--- src/include/safe_pkg.sv ---
package safe_pkg;
  localparam logic [7:0] SAFE_START = 8'h7E;
  localparam logic [7:0] SAFE_ESC = 8'h7D;
  localparam logic [7:0] SAFE_XON = 8'h11;
  localparam logic [7:0] SAFE_XOFF = 8'h13;
  localparam logic [7:0] SAFE_ESC_XOR = 8'h20;
  localparam logic [7:0] SAFE_CSUM_OK = 8'hFF;
  localparam logic [7:0] SAFE_RESP_MIN = 8'h80;
  localparam logic [7:0] SAFE_T_AT_CMD = 8'h08;
  localparam logic [7:0] SAFE_T_AT_QUEUE = 8'h09;
  localparam logic [7:0] SAFE_T_TX_REQ = 8'h10;
  localparam logic [7:0] SAFE_T_TX_EXPL = 8'h11;
  localparam logic [7:0] SAFE_T_REMOTE = 8'h17;
  localparam logic [7:0] SAFE_T_AT_RESP = 8'h88;
  localparam logic [7:0] SAFE_T_MODEM = 8'h8A;
  localparam logic [7:0] SAFE_T_TX_STAT = 8'h8B;
  localparam logic [7:0] SAFE_T_ROUTE = 8'h8D;
  localparam logic [7:0] SAFE_T_AGGR = 8'h8E;
  localparam logic [7:0] SAFE_T_RX_PKT = 8'h90;
  localparam logic [7:0] SAFE_T_RX_EXPL = 8'h91;
  localparam logic [7:0] SAFE_T_IO_SAMPLE = 8'h92;
  localparam logic [7:0] SAFE_T_NODE_ID = 8'h95;
  localparam logic [7:0] SAFE_T_REMOTE_RESP = 8'h97;
  localparam logic [7:0] SAFE_ZERO_ID = 8'h00;
  localparam int SAFE_BUF_DEPTH = 64;
  localparam int SAFE_IDX_W = 6;
  localparam logic [15:0] SAFE_MAX_LEN = 16'h0040;
  localparam logic [1:0] SAFE_MODE_TRANSP = 2'h0;
  localparam logic [1:0] SAFE_MODE_PLAIN = 2'h1;
  localparam logic [1:0] SAFE_MODE_ESC = 2'h2;
  localparam logic [7:0] SAFE_IDX_TYPE = 8'h00;
  localparam logic [7:0] SAFE_IDX_ID = 8'h01;

  typedef enum logic [2:0] {
    SAFE_RX_HUNT = 3'h0,
    SAFE_RX_LEN_HI = 3'h1,
    SAFE_RX_LEN_LO = 3'h2,
    SAFE_RX_DATA = 3'h3,
    SAFE_RX_CSUM = 3'h4
  } safe_rx_state_t;

  typedef enum logic [2:0] {
    SAFE_TX_IDLE = 3'h0,
    SAFE_TX_START = 3'h1,
    SAFE_TX_LEN_HI = 3'h2,
    SAFE_TX_LEN_LO = 3'h3,
    SAFE_TX_DATA = 3'h4,
    SAFE_TX_CSUM = 3'h5
  } safe_tx_state_t;

  function automatic logic safe_needs_esc(input logic [7:0] b);
    return (b == SAFE_START) || (b == SAFE_ESC) ||
           (b == SAFE_XON) || (b == SAFE_XOFF);
  endfunction
endpackage

--- src/include/safe_byte_if.sv ---
`timescale 1ns/1ns
`default_nettype none
interface safe_byte_if;
  logic valid;
  logic ready;
  logic [7:0] data;
  logic start;
  modport src(output valid, output data, output start, input ready);
  modport snk(input valid, input data, input start, output ready);
endinterface
`default_nettype wire

--- src/hdl/safe_escape.sv ---
`timescale 1ns/1ns
`default_nettype none
module safe_escape
  import safe_pkg::*;
(
  input wire logic mclk,
  input wire logic rst_n,
  input wire logic [1:0] framing_mode_select,
  safe_byte_if.snk in,
  output logic out_valid,
  output logic [7:0] out_data,
  input wire logic out_ready
);
  logic second;
  logic do_esc;

  // the start flag marks the delimiter, which is never escaped
  assign do_esc = (framing_mode_select == SAFE_MODE_ESC) && !in.start &&
                  safe_needs_esc(in.data);
  assign out_valid = in.valid;
  always_comb begin
    out_data = in.data;
    if (do_esc) begin
      out_data = second ? (in.data ^ SAFE_ESC_XOR) : SAFE_ESC;
    end
  end
  assign in.ready = out_ready && (!do_esc || second);

  always_ff @(posedge mclk) begin
    if (!rst_n) begin
      second <= 1'b0;
    end else if (in.valid && out_ready && do_esc) begin
      second <= !second;
    end
  end
endmodule // safe_escape
`default_nettype wire

--- src/hdl/safe_frame_engine.sv ---
`timescale 1ns/1ns
`default_nettype none
// Notes on behaviour
// every frame opens with start byte 0x7E
// length counts frame data bytes only
// first data byte is frame type; it decides the layout
// multi-byte values go most significant byte first
// sent checksum is 0xFF minus low byte of data sum
// received checksum good when data plus checksum low byte is 0xFF
// frames with bad checksum are dropped whole
// escaped mode escapes 0x7E, 0x7D, 0x11, 0x13 after the start
// escape is 0x7D then byte XOR 0x20; receiver reverses it
// in escaped mode a raw 0x7E is always a start byte
// length and checksum ignore escape bytes
// request types below 0x80, device types 0x80 and above
// accepted requests: 0x08, 0x09, 0x10, 0x11, 0x17
// device emits 0x88 8A 8B 8D 8E 90 91 92 95 97
// responses carry request frame ID; ID 0 gets no response; code still answers 0x17 with ID 0 by 0x97
// 0x08/0x09 answered by 0x88 unless ID zero
// 0x10/0x11 answered by 0x8B status with cause unless ID zero
// receive format setting picks 0x90 or 0x91
// 0x17 always answered by 0x97
// host should discard unknown frame types
// mode 0 transparent, 1 plain framing, 2 escaped framing
// bytes before a start byte are discarded
// in escaped mode a mid-frame 0x7E restarts the frame
// reset returns parser to hunting and drops partial frame
// oversize length frames are dropped, parser hunts again
module safe_frame_engine
  import safe_pkg::*;
(
  input wire logic mclk,
  input wire logic rst_n,
  input wire logic [1:0] framing_mode_select,
  input wire logic receive_format_select,
  input wire logic rx_valid,
  input wire logic [7:0] rx_data,
  output logic tx_valid,
  output logic [7:0] tx_data,
  input wire logic tx_ready,
  output logic req_valid,
  output logic [7:0] req_type,
  output logic [7:0] req_id,
  output logic [15:0] req_len,
  input wire logic [5:0] req_rd_idx,
  output logic [7:0] req_rd_data,
  input wire logic req_done,
  input wire logic send_valid,
  input wire logic [7:0] send_type,
  input wire logic [15:0] send_len,
  input wire logic send_rx_data,
  output logic send_ready,
  output logic [5:0] send_rd_idx,
  input wire logic [7:0] send_rd_data,
  output logic resp_valid,
  output logic [7:0] resp_type,
  output logic [7:0] resp_id,
  input wire logic resp_ready,
  output logic bad_frame
);
  safe_byte_if rxb();
  safe_byte_if txb();

  logic api_mode;
  assign api_mode = framing_mode_select == SAFE_MODE_PLAIN ||
                    framing_mode_select == SAFE_MODE_ESC;

  safe_unescape u_unesc (
    .mclk(mclk),
    .rst_n(rst_n),
    .framing_mode_select(framing_mode_select),
    .in_valid(rx_valid && api_mode),
    .in_data(rx_data),
    .out(rxb.src)
  );

  // ---------------- receive parser ----------------
  logic [7:0] rbuf [SAFE_BUF_DEPTH];
  safe_rx_state_t rx_state;
  logic [15:0] rx_len;
  logic [15:0] rx_cnt;
  logic [7:0] rx_sum;
  logic rx_hold;
  logic [7:0] rx_sum_all;
  logic accepted;
  logic [7:0] first_type;
  logic [7:0] first_id;

  logic esc_mode;
  logic rx_sof;
  logic rx_byte;
  logic rx_csum_seen;
  logic [15:0] rx_len_next;
  logic len_bad;
  logic req_known;

  assign rxb.ready = 1'b1;
  assign rx_sum_all = rx_sum + rxb.data;
  assign req_rd_data = rbuf[req_rd_idx];
  assign esc_mode = framing_mode_select == SAFE_MODE_ESC;
  // plain framing has no escapes, so a 0x7E inside a frame is only data
  assign rx_sof = rxb.valid && rxb.start &&
                  (esc_mode || rx_state == SAFE_RX_HUNT);
  assign rx_byte = rxb.valid && !rx_sof;
  assign rx_csum_seen = rx_byte && rx_state == SAFE_RX_CSUM;
  // zero length has no type byte to act on, so it is dropped as well
  assign rx_len_next = {rx_len[15:8], rxb.data};
  assign len_bad = rx_len_next > SAFE_MAX_LEN ||
                   rx_len_next == 16'h0000;

  // held request blocks new frames until the user consumes it
  always_ff @(posedge mclk) begin
    if (!rst_n) begin
      rx_state <= SAFE_RX_HUNT;
      rx_len <= 16'h0000;
      rx_cnt <= 16'h0000;
      rx_sum <= 8'h00;
    end else if (rx_sof) begin
      rx_state <= SAFE_RX_LEN_HI;
      rx_sum <= 8'h00;
    end else if (rx_byte) begin
      unique case (rx_state)
        SAFE_RX_HUNT: rx_state <= SAFE_RX_HUNT;
        SAFE_RX_LEN_HI: begin
          rx_len <= {rxb.data, 8'h00};
          rx_state <= SAFE_RX_LEN_LO;
        end
        SAFE_RX_LEN_LO: begin
          rx_len <= rx_len_next;
          rx_cnt <= 16'h0000;
          if (len_bad) begin
            rx_state <= SAFE_RX_HUNT;
          end else begin
            rx_state <= SAFE_RX_DATA;
          end
        end
        SAFE_RX_DATA: begin
          rx_sum <= rx_sum_all;
          rx_cnt <= rx_cnt + 16'h0001;
          if (rx_cnt + 16'h0001 == rx_len) begin
            rx_state <= SAFE_RX_CSUM;
          end
        end
        SAFE_RX_CSUM: rx_state <= SAFE_RX_HUNT;
        default: rx_state <= SAFE_RX_HUNT;
      endcase
    end
  end

  // frames seen while a request is held are not stored; they keep the parser in step and can still raise bad_frame
  always_ff @(posedge mclk) begin
    if (rx_byte && rx_state == SAFE_RX_DATA && !rx_hold) begin
      rbuf[rx_cnt[SAFE_IDX_W-1:0]] <= rxb.data;
    end
  end

  assign accepted = rx_csum_seen && !rx_hold &&
                    rx_sum_all == SAFE_CSUM_OK;
  assign first_type = rbuf[SAFE_IDX_TYPE[SAFE_IDX_W-1:0]];
  assign first_id = rbuf[SAFE_IDX_ID[SAFE_IDX_W-1:0]];

  // unknown request types are freed at once, without a response
  always_comb begin
    unique case (first_type)
      SAFE_T_AT_CMD, SAFE_T_AT_QUEUE, SAFE_T_TX_REQ, SAFE_T_TX_EXPL,
      SAFE_T_REMOTE: req_known = 1'b1;
      default: req_known = 1'b0;
    endcase
  end

  always_ff @(posedge mclk) begin
    if (!rst_n) begin
      rx_hold <= 1'b0;
      req_valid <= 1'b0;
      req_type <= 8'h00;
      req_id <= 8'h00;
      req_len <= 16'h0000;
      bad_frame <= 1'b0;
    end else begin
      bad_frame <= rx_csum_seen && rx_sum_all != SAFE_CSUM_OK;
      if (accepted && first_type < SAFE_RESP_MIN) begin
        rx_hold <= 1'b1;
        req_valid <= req_known;
        req_type <= first_type;
        req_id <= first_id;
        req_len <= rx_len;
      end else if (req_done || (rx_hold && !req_valid)) begin
        rx_hold <= 1'b0;
        req_valid <= 1'b0;
      end
    end
  end

  // ---------------- response pairing ----------------
  // answer owed once the user finishes the request
  // id zero silences 0x88 and 0x8B only; 0x97 is always owed
  always_ff @(posedge mclk) begin
    if (!rst_n) begin
      resp_valid <= 1'b0;
      resp_type <= 8'h00;
      resp_id <= 8'h00;
    end else if (req_valid && req_done) begin
      resp_id <= req_id;
      unique case (req_type)
        SAFE_T_AT_CMD, SAFE_T_AT_QUEUE: begin
          resp_type <= SAFE_T_AT_RESP;
          resp_valid <= req_id != SAFE_ZERO_ID;
        end
        SAFE_T_TX_REQ, SAFE_T_TX_EXPL: begin
          resp_type <= SAFE_T_TX_STAT;
          resp_valid <= req_id != SAFE_ZERO_ID;
        end
        default: begin
          resp_type <= SAFE_T_REMOTE_RESP;
          resp_valid <= 1'b1;
        end
      endcase
    end else if (resp_ready) begin
      resp_valid <= 1'b0;
    end
  end

  // ---------------- transmit framer ----------------
  safe_tx_state_t tx_state;
  logic [15:0] tx_len;
  logic [15:0] tx_cnt;
  logic [7:0] tx_sum;
  logic [7:0] tx_type;
  logic tx_go;
  logic type_ok;
  logic send_len_ok;
  logic [7:0] tx_csum;

  always_comb begin
    unique case (send_type)
      SAFE_T_AT_RESP, SAFE_T_MODEM, SAFE_T_TX_STAT, SAFE_T_ROUTE,
      SAFE_T_AGGR, SAFE_T_RX_PKT, SAFE_T_RX_EXPL, SAFE_T_IO_SAMPLE,
      SAFE_T_NODE_ID, SAFE_T_REMOTE_RESP: type_ok = 1'b1;
      default: type_ok = 1'b0;
    endcase
  end

  assign send_ready = tx_state == SAFE_TX_IDLE && api_mode;
  assign send_len_ok = send_len != 16'h0000 && send_len <= SAFE_MAX_LEN;
  assign tx_go = send_valid && send_ready && (type_ok || send_rx_data) &&
                 send_len_ok;
  // the type byte comes from a register, the payload from the user buffer
  assign send_rd_idx = tx_cnt[SAFE_IDX_W-1:0] - 6'h01;
  assign tx_csum = SAFE_CSUM_OK - tx_sum;

  always_comb begin
    txb.valid = tx_state != SAFE_TX_IDLE;
    txb.start = tx_state == SAFE_TX_START;
    unique case (tx_state)
      SAFE_TX_START: txb.data = SAFE_START;
      SAFE_TX_LEN_HI: txb.data = tx_len[15:8];
      SAFE_TX_LEN_LO: txb.data = tx_len[7:0];
      SAFE_TX_DATA: txb.data = (tx_cnt == 16'h0000) ? tx_type : send_rd_data;
      SAFE_TX_CSUM: txb.data = tx_csum;
      default: txb.data = 8'h00;
    endcase
  end

  always_ff @(posedge mclk) begin
    if (!rst_n) begin
      tx_state <= SAFE_TX_IDLE;
      tx_len <= 16'h0000;
      tx_cnt <= 16'h0000;
      tx_sum <= 8'h00;
      tx_type <= 8'h00;
    end else if (tx_go) begin
      tx_state <= SAFE_TX_START;
      tx_len <= send_len;
      tx_cnt <= 16'h0000;
      tx_sum <= 8'h00;
      tx_type <= send_rx_data ? (receive_format_select ? SAFE_T_RX_EXPL :
                 SAFE_T_RX_PKT) : send_type;
    end else if (txb.ready && tx_state != SAFE_TX_IDLE) begin
      unique case (tx_state)
        SAFE_TX_START: tx_state <= SAFE_TX_LEN_HI;
        SAFE_TX_LEN_HI: tx_state <= SAFE_TX_LEN_LO;
        SAFE_TX_LEN_LO: tx_state <= SAFE_TX_DATA;
        SAFE_TX_DATA: begin
          tx_sum <= tx_sum + txb.data;
          tx_cnt <= tx_cnt + 16'h0001;
          if (tx_cnt + 16'h0001 == tx_len) begin
            tx_state <= SAFE_TX_CSUM;
          end
        end
        SAFE_TX_CSUM: tx_state <= SAFE_TX_IDLE;
        default: tx_state <= SAFE_TX_IDLE;
      endcase
    end
  end

  safe_escape u_esc (
    .mclk(mclk),
    .rst_n(rst_n),
    .framing_mode_select(framing_mode_select),
    .in(txb.snk),
    .out_valid(tx_valid),
    .out_data(tx_data),
    .out_ready(tx_ready)
  );
endmodule // safe_frame_engine
`default_nettype wire

--- src/hdl/safe_unescape.sv ---
`timescale 1ns/1ns
`default_nettype none
module safe_unescape
  import safe_pkg::*;
(
  input wire logic mclk,
  input wire logic rst_n,
  input wire logic [1:0] framing_mode_select,
  input wire logic in_valid,
  input wire logic [7:0] in_data,
  safe_byte_if.src out
);
  logic esc_pend;
  logic esc_mode;

  assign esc_mode = framing_mode_select == SAFE_MODE_ESC;

  // a raw 0x7E is always a start, even right after an escape
  always_comb begin
    out.valid = 1'b0;
    out.start = 1'b0;
    out.data = in_data;
    if (in_valid) begin
      if (in_data == SAFE_START) begin
        out.valid = 1'b1;
        out.start = 1'b1;
      end else if (esc_mode && in_data == SAFE_ESC && !esc_pend) begin
        out.valid = 1'b0;
      end else begin
        out.valid = 1'b1;
        if (esc_mode && esc_pend) begin
          out.data = in_data ^ SAFE_ESC_XOR;
        end
      end
    end
  end

  always_ff @(posedge mclk) begin
    if (!rst_n) begin
      esc_pend <= 1'b0;
    end else if (in_valid && esc_mode) begin
      esc_pend <= (in_data == SAFE_ESC) && !esc_pend;
    end
  end
endmodule // safe_unescape
`default_nettype wire

--- config.mk ---
export PLATFORM = sky130hd
export DESIGN_NAME = safe_frame_engine
export DESIGN_NICKNAME = d
export VERILOG_FILES = /design/src/include/safe_pkg.sv /design/src/include/safe_byte_if.sv /design/src/hdl/safe_escape.sv /design/src/hdl/safe_frame_engine.sv /design/src/hdl/safe_unescape.sv
export SDC_FILE = /design/constraint.sdc
export NUM_CORES = 1
export LEC_CHECK = 0
export ABC_AREA = 1
export ABC_CLOCK_PERIOD_IN_PS = 4000
export BUFFER_PORTS_ARGS = -buffer_cell sky130_fd_sc_hd__buf_2
export CORE_AREA = 2 2 269 271
export CTS_CLUSTER_DIAMETER = 30
export DETAILED_ROUTE_END_ITERATION = 10
export DIE_AREA = 0 0 271 273
export PLACE_DENSITY = 0.62
export SETUP_SLACK_MARGIN = 0.02
export SLEW_MARGIN = 20
export SYNTH_ARGS = -nofsm -noshare
export SYNTH_HDL_FRONTEND = slang
export SYNTH_SLANG_ARGS = --single-unit
export TNS_END_PERCENT = 1
--- constraint.sdc ---
create_clock -name mclk -period 4 [get_ports mclk]
set_clock_uncertainty 0.05 [all_clocks]
set_input_delay 0.2 -clock mclk [delete_from_list [all_inputs] [get_ports mclk]]
set_output_delay 0.2 -clock mclk [all_outputs]
set_load 0.03 [all_outputs]
==> out/results.ini <==
[outcome]
status=finished clean

[detailed_routing]
wl_met1_um=34800
drc=0
postRouteAntennaNets=0
vias=21700
wl_um=79800
met3_length_um=6860
drtIter0Drc=2059
wl_met2_um=36200
via_per_inst=5.48
post_drt_wl_per_cell_um=20.1
drtPass1Iterations=6
dr.max_layer_used=met4

[critical_path]
worst_path_max_delay_cell=nor2_1
cp_num_buf_inv=6
rrSetupSlack_ps=690
worstReg2RegEnd=rbuf[63][4]
cp.arrival_ps=4170
crit_type=primary input to flip-flop
required_ps=4270
slowest_delay_ps=750
cp_max_fo=10
r2r_cells=10
startpoint_type=primary input
crit_family=simple AND/OR/NAND/NOR gates
worst_r2r_startpoint=rx_state[2]
path_cells=dlygate4sd3_1, buf_2, inv_2, nand4_1, dlygate4sd3_1, nor4_1, nand2_1, nand2_1, nor2_2, inv_2, nor2_1, inv_2, nor2_1, nand2_1, nor2_1
cp-end-kind=flip-flop

[finish]
syn_to_final_growth_pct=22.6
layout.cells.non_filler=3969
utilization_pct=48.8
drive_gt1_share_pct=14.8
nNetsFinal=2991
fin_area_um2=34600
nFillCells=6367
final_cell_mix=nor2_1 (515), edfxtp_1 (512), o21ai_0 (424), nand2_1 (211), inv_1 (185)
final_common_cell=nor2_1

[cts]
post_cts_buffers=0
root_buffer=clkbuf_16
cts_sinks=656
cts_tree=built
cts.path.max_buffers=3
clk_latency_ps=700
cts.htree.levels=4
cts_buffers=130
path_clk_slew_ps=50

[synth]
ys_ff_latch=656
ys_async_sr_fraction_pct=0
synth_cell_type_count=56
synthTopCellsByArea=edfxtp_1 (54%), dfxtp_1 (10%), o21ai_0 (7.5%)
synth-edff-count=512
synth_top_area_cell=edfxtp_1
yosysWarnings=0
ys.flop_type=edfxtp_1
synth.avg_cell_area_um2=10.4
synth_top_area_share_pct=54.4
ys_seq_area_share_pct=64.6
synthesis.area_um2=28200
synthCells=2713

[floorplan]
die_w_um=271
num_rows=98
io_pins=132
dieArea_um2=74000
coreArea_um2=71000
die_h_um=273
initial_core_util_pct=39.8

[worst_hold_path]
hold_depth=2
worstHoldStart=rx_data[4]
hp-class=primary input to flip-flop
whs_endpoint=rbuf[23][4]

[timing]
period_share_pct=97.3
slew_headroom_pct=37.8
period_needed_ps=3890
setup_violations=0
final_max_slew_viol_count=0
final_hold_viol_count=0
rsz0062_at_grt=no
max_freq_mhz=257
fin_setup_tns_ps=0
tightest_slew_ps=933

[pwr]
power.density_nw_per_um2=548
p_leak_nw=12.5
irDropWorstVdd_mv=0.349
finalPower_mw=19.0

[grt]
grt_pass1_wl_um=122000
grt.total_usage_pct=21.3
grt_max_degree=88
grt_overflow=0
grt_pass1_vias=21100
antenna_found_initial=1

[placed_design]
dp_hpwl_um=49400
port_buffers=129
dp.cells=3702
post_dp_cell_area_um2=30000
place.gp.congestion=0.925

[run]
cap_violations=0

-- area by class of cell --
cell class	count	area (um2)	area share, %
inverters	200	758	2.19
flip-flops and latches	656	18300	52.7
multi-input cells	1707	8620	24.9
diodes	1	2.50	0.00723
repair buffers	219	1480	4.27
clock buffers	151	3460	9.98
well taps	950	1190	3.43
clock inverters	85	870	2.51
-- how the worst max path moves through the flow --
stage | startpoint | to | slack, ps | cells after the start
after floorplan | framing_mode_select[0] | req_id[0] | 60 | 18
after global placement | framing_mode_select[0] | rbuf[47][2] | 410 | 13
after detailed placement | framing_mode_select[0] | rbuf[31][3] | 340 | 13
after CTS | rx_data[7] | rbuf[59][5] | 270 | 15
after global routing | rx_data[7] | rbuf[35][1] | 30 | 15
final | rx_data[7] | rbuf[63][4] | 110 | 15
-- report_power, final --
group / internal [mW] / switching (mW)
logic: 0.288 / 0.748
registers: 7.37 / 0.0196
clock network: 6.96 / 3.58
total: 14.6 / 4.35
-- sequential cells by signal, indices dropped and copies added (netlist names), 8 cells and up --
signal,count
resp_id,8
req_type,8
tx_len,16
tx_cnt,16
rbuf,512
req_id,8
tx_sum,8
req_len,16
rx_len,16
rx_cnt,16
rx_sum,8
tx_type,8
-- kinds of logic (layout without fill, tap and decap cells) --
family | after synthesis | after routing | synth area share (%)
other cells | 1 | 3 | 0.0133
fa+ha+maj | 20 | 20 | 0.939
simple gates | 895 | 895 | 13.3
xor+xnor | 53 | 53 | 1.89
compound gates | 737 | 737 | 14.3
flops | 656 | 656 | 64.6
buf+inv | 351 | 655 | 4.88
-- stage by stage --
step	setup WS (ps)	hold slack, ps
detailed placement	341	385
finish	107	97.0
CTS	265	55.7
floorplan	62.0	249
global placement	411	377
global route	26.8	93.1
-- cell usage after synthesis, drive strengths merged, types with 22 or more instances --
library cell,instances
nand3,82
nor3,22
xor2,36
o22ai,142
inv,198
edfxtp,512
a21oi,111
o21ai,426
dfxtp,144
nand2,225
nand4,23
nor2,523
clkbuf,135
-- layer usage --
metal / up-vias / track usage, %
met3: 155 / 4.48
met1: 10500 / 29.8
li1: 10100 / -
met5: - / 0
met4: 0 / 7.66
met2: 1049 / 32.9
-- worst reg2reg max path, stage by stage, from the launching register on --
cell	delay, ps
dfxtp_1	390
inv_1	80
a21oi_1	160
nor2_1	100
nor2_2	140
inv_2	60
nor2_1	150
inv_2	130
nor2_1	320
nand2_1	600
nor2_1	750
-- repair_timing --
action / CTS / global route
gates resized for setup: 0 / 1
setup endpoints to repair: 0 / 7
endpoints found under the hold margin: 26 / 0
hold buffers: 30 / 0
No activity file was read; power rests on OpenSTA's default activity.
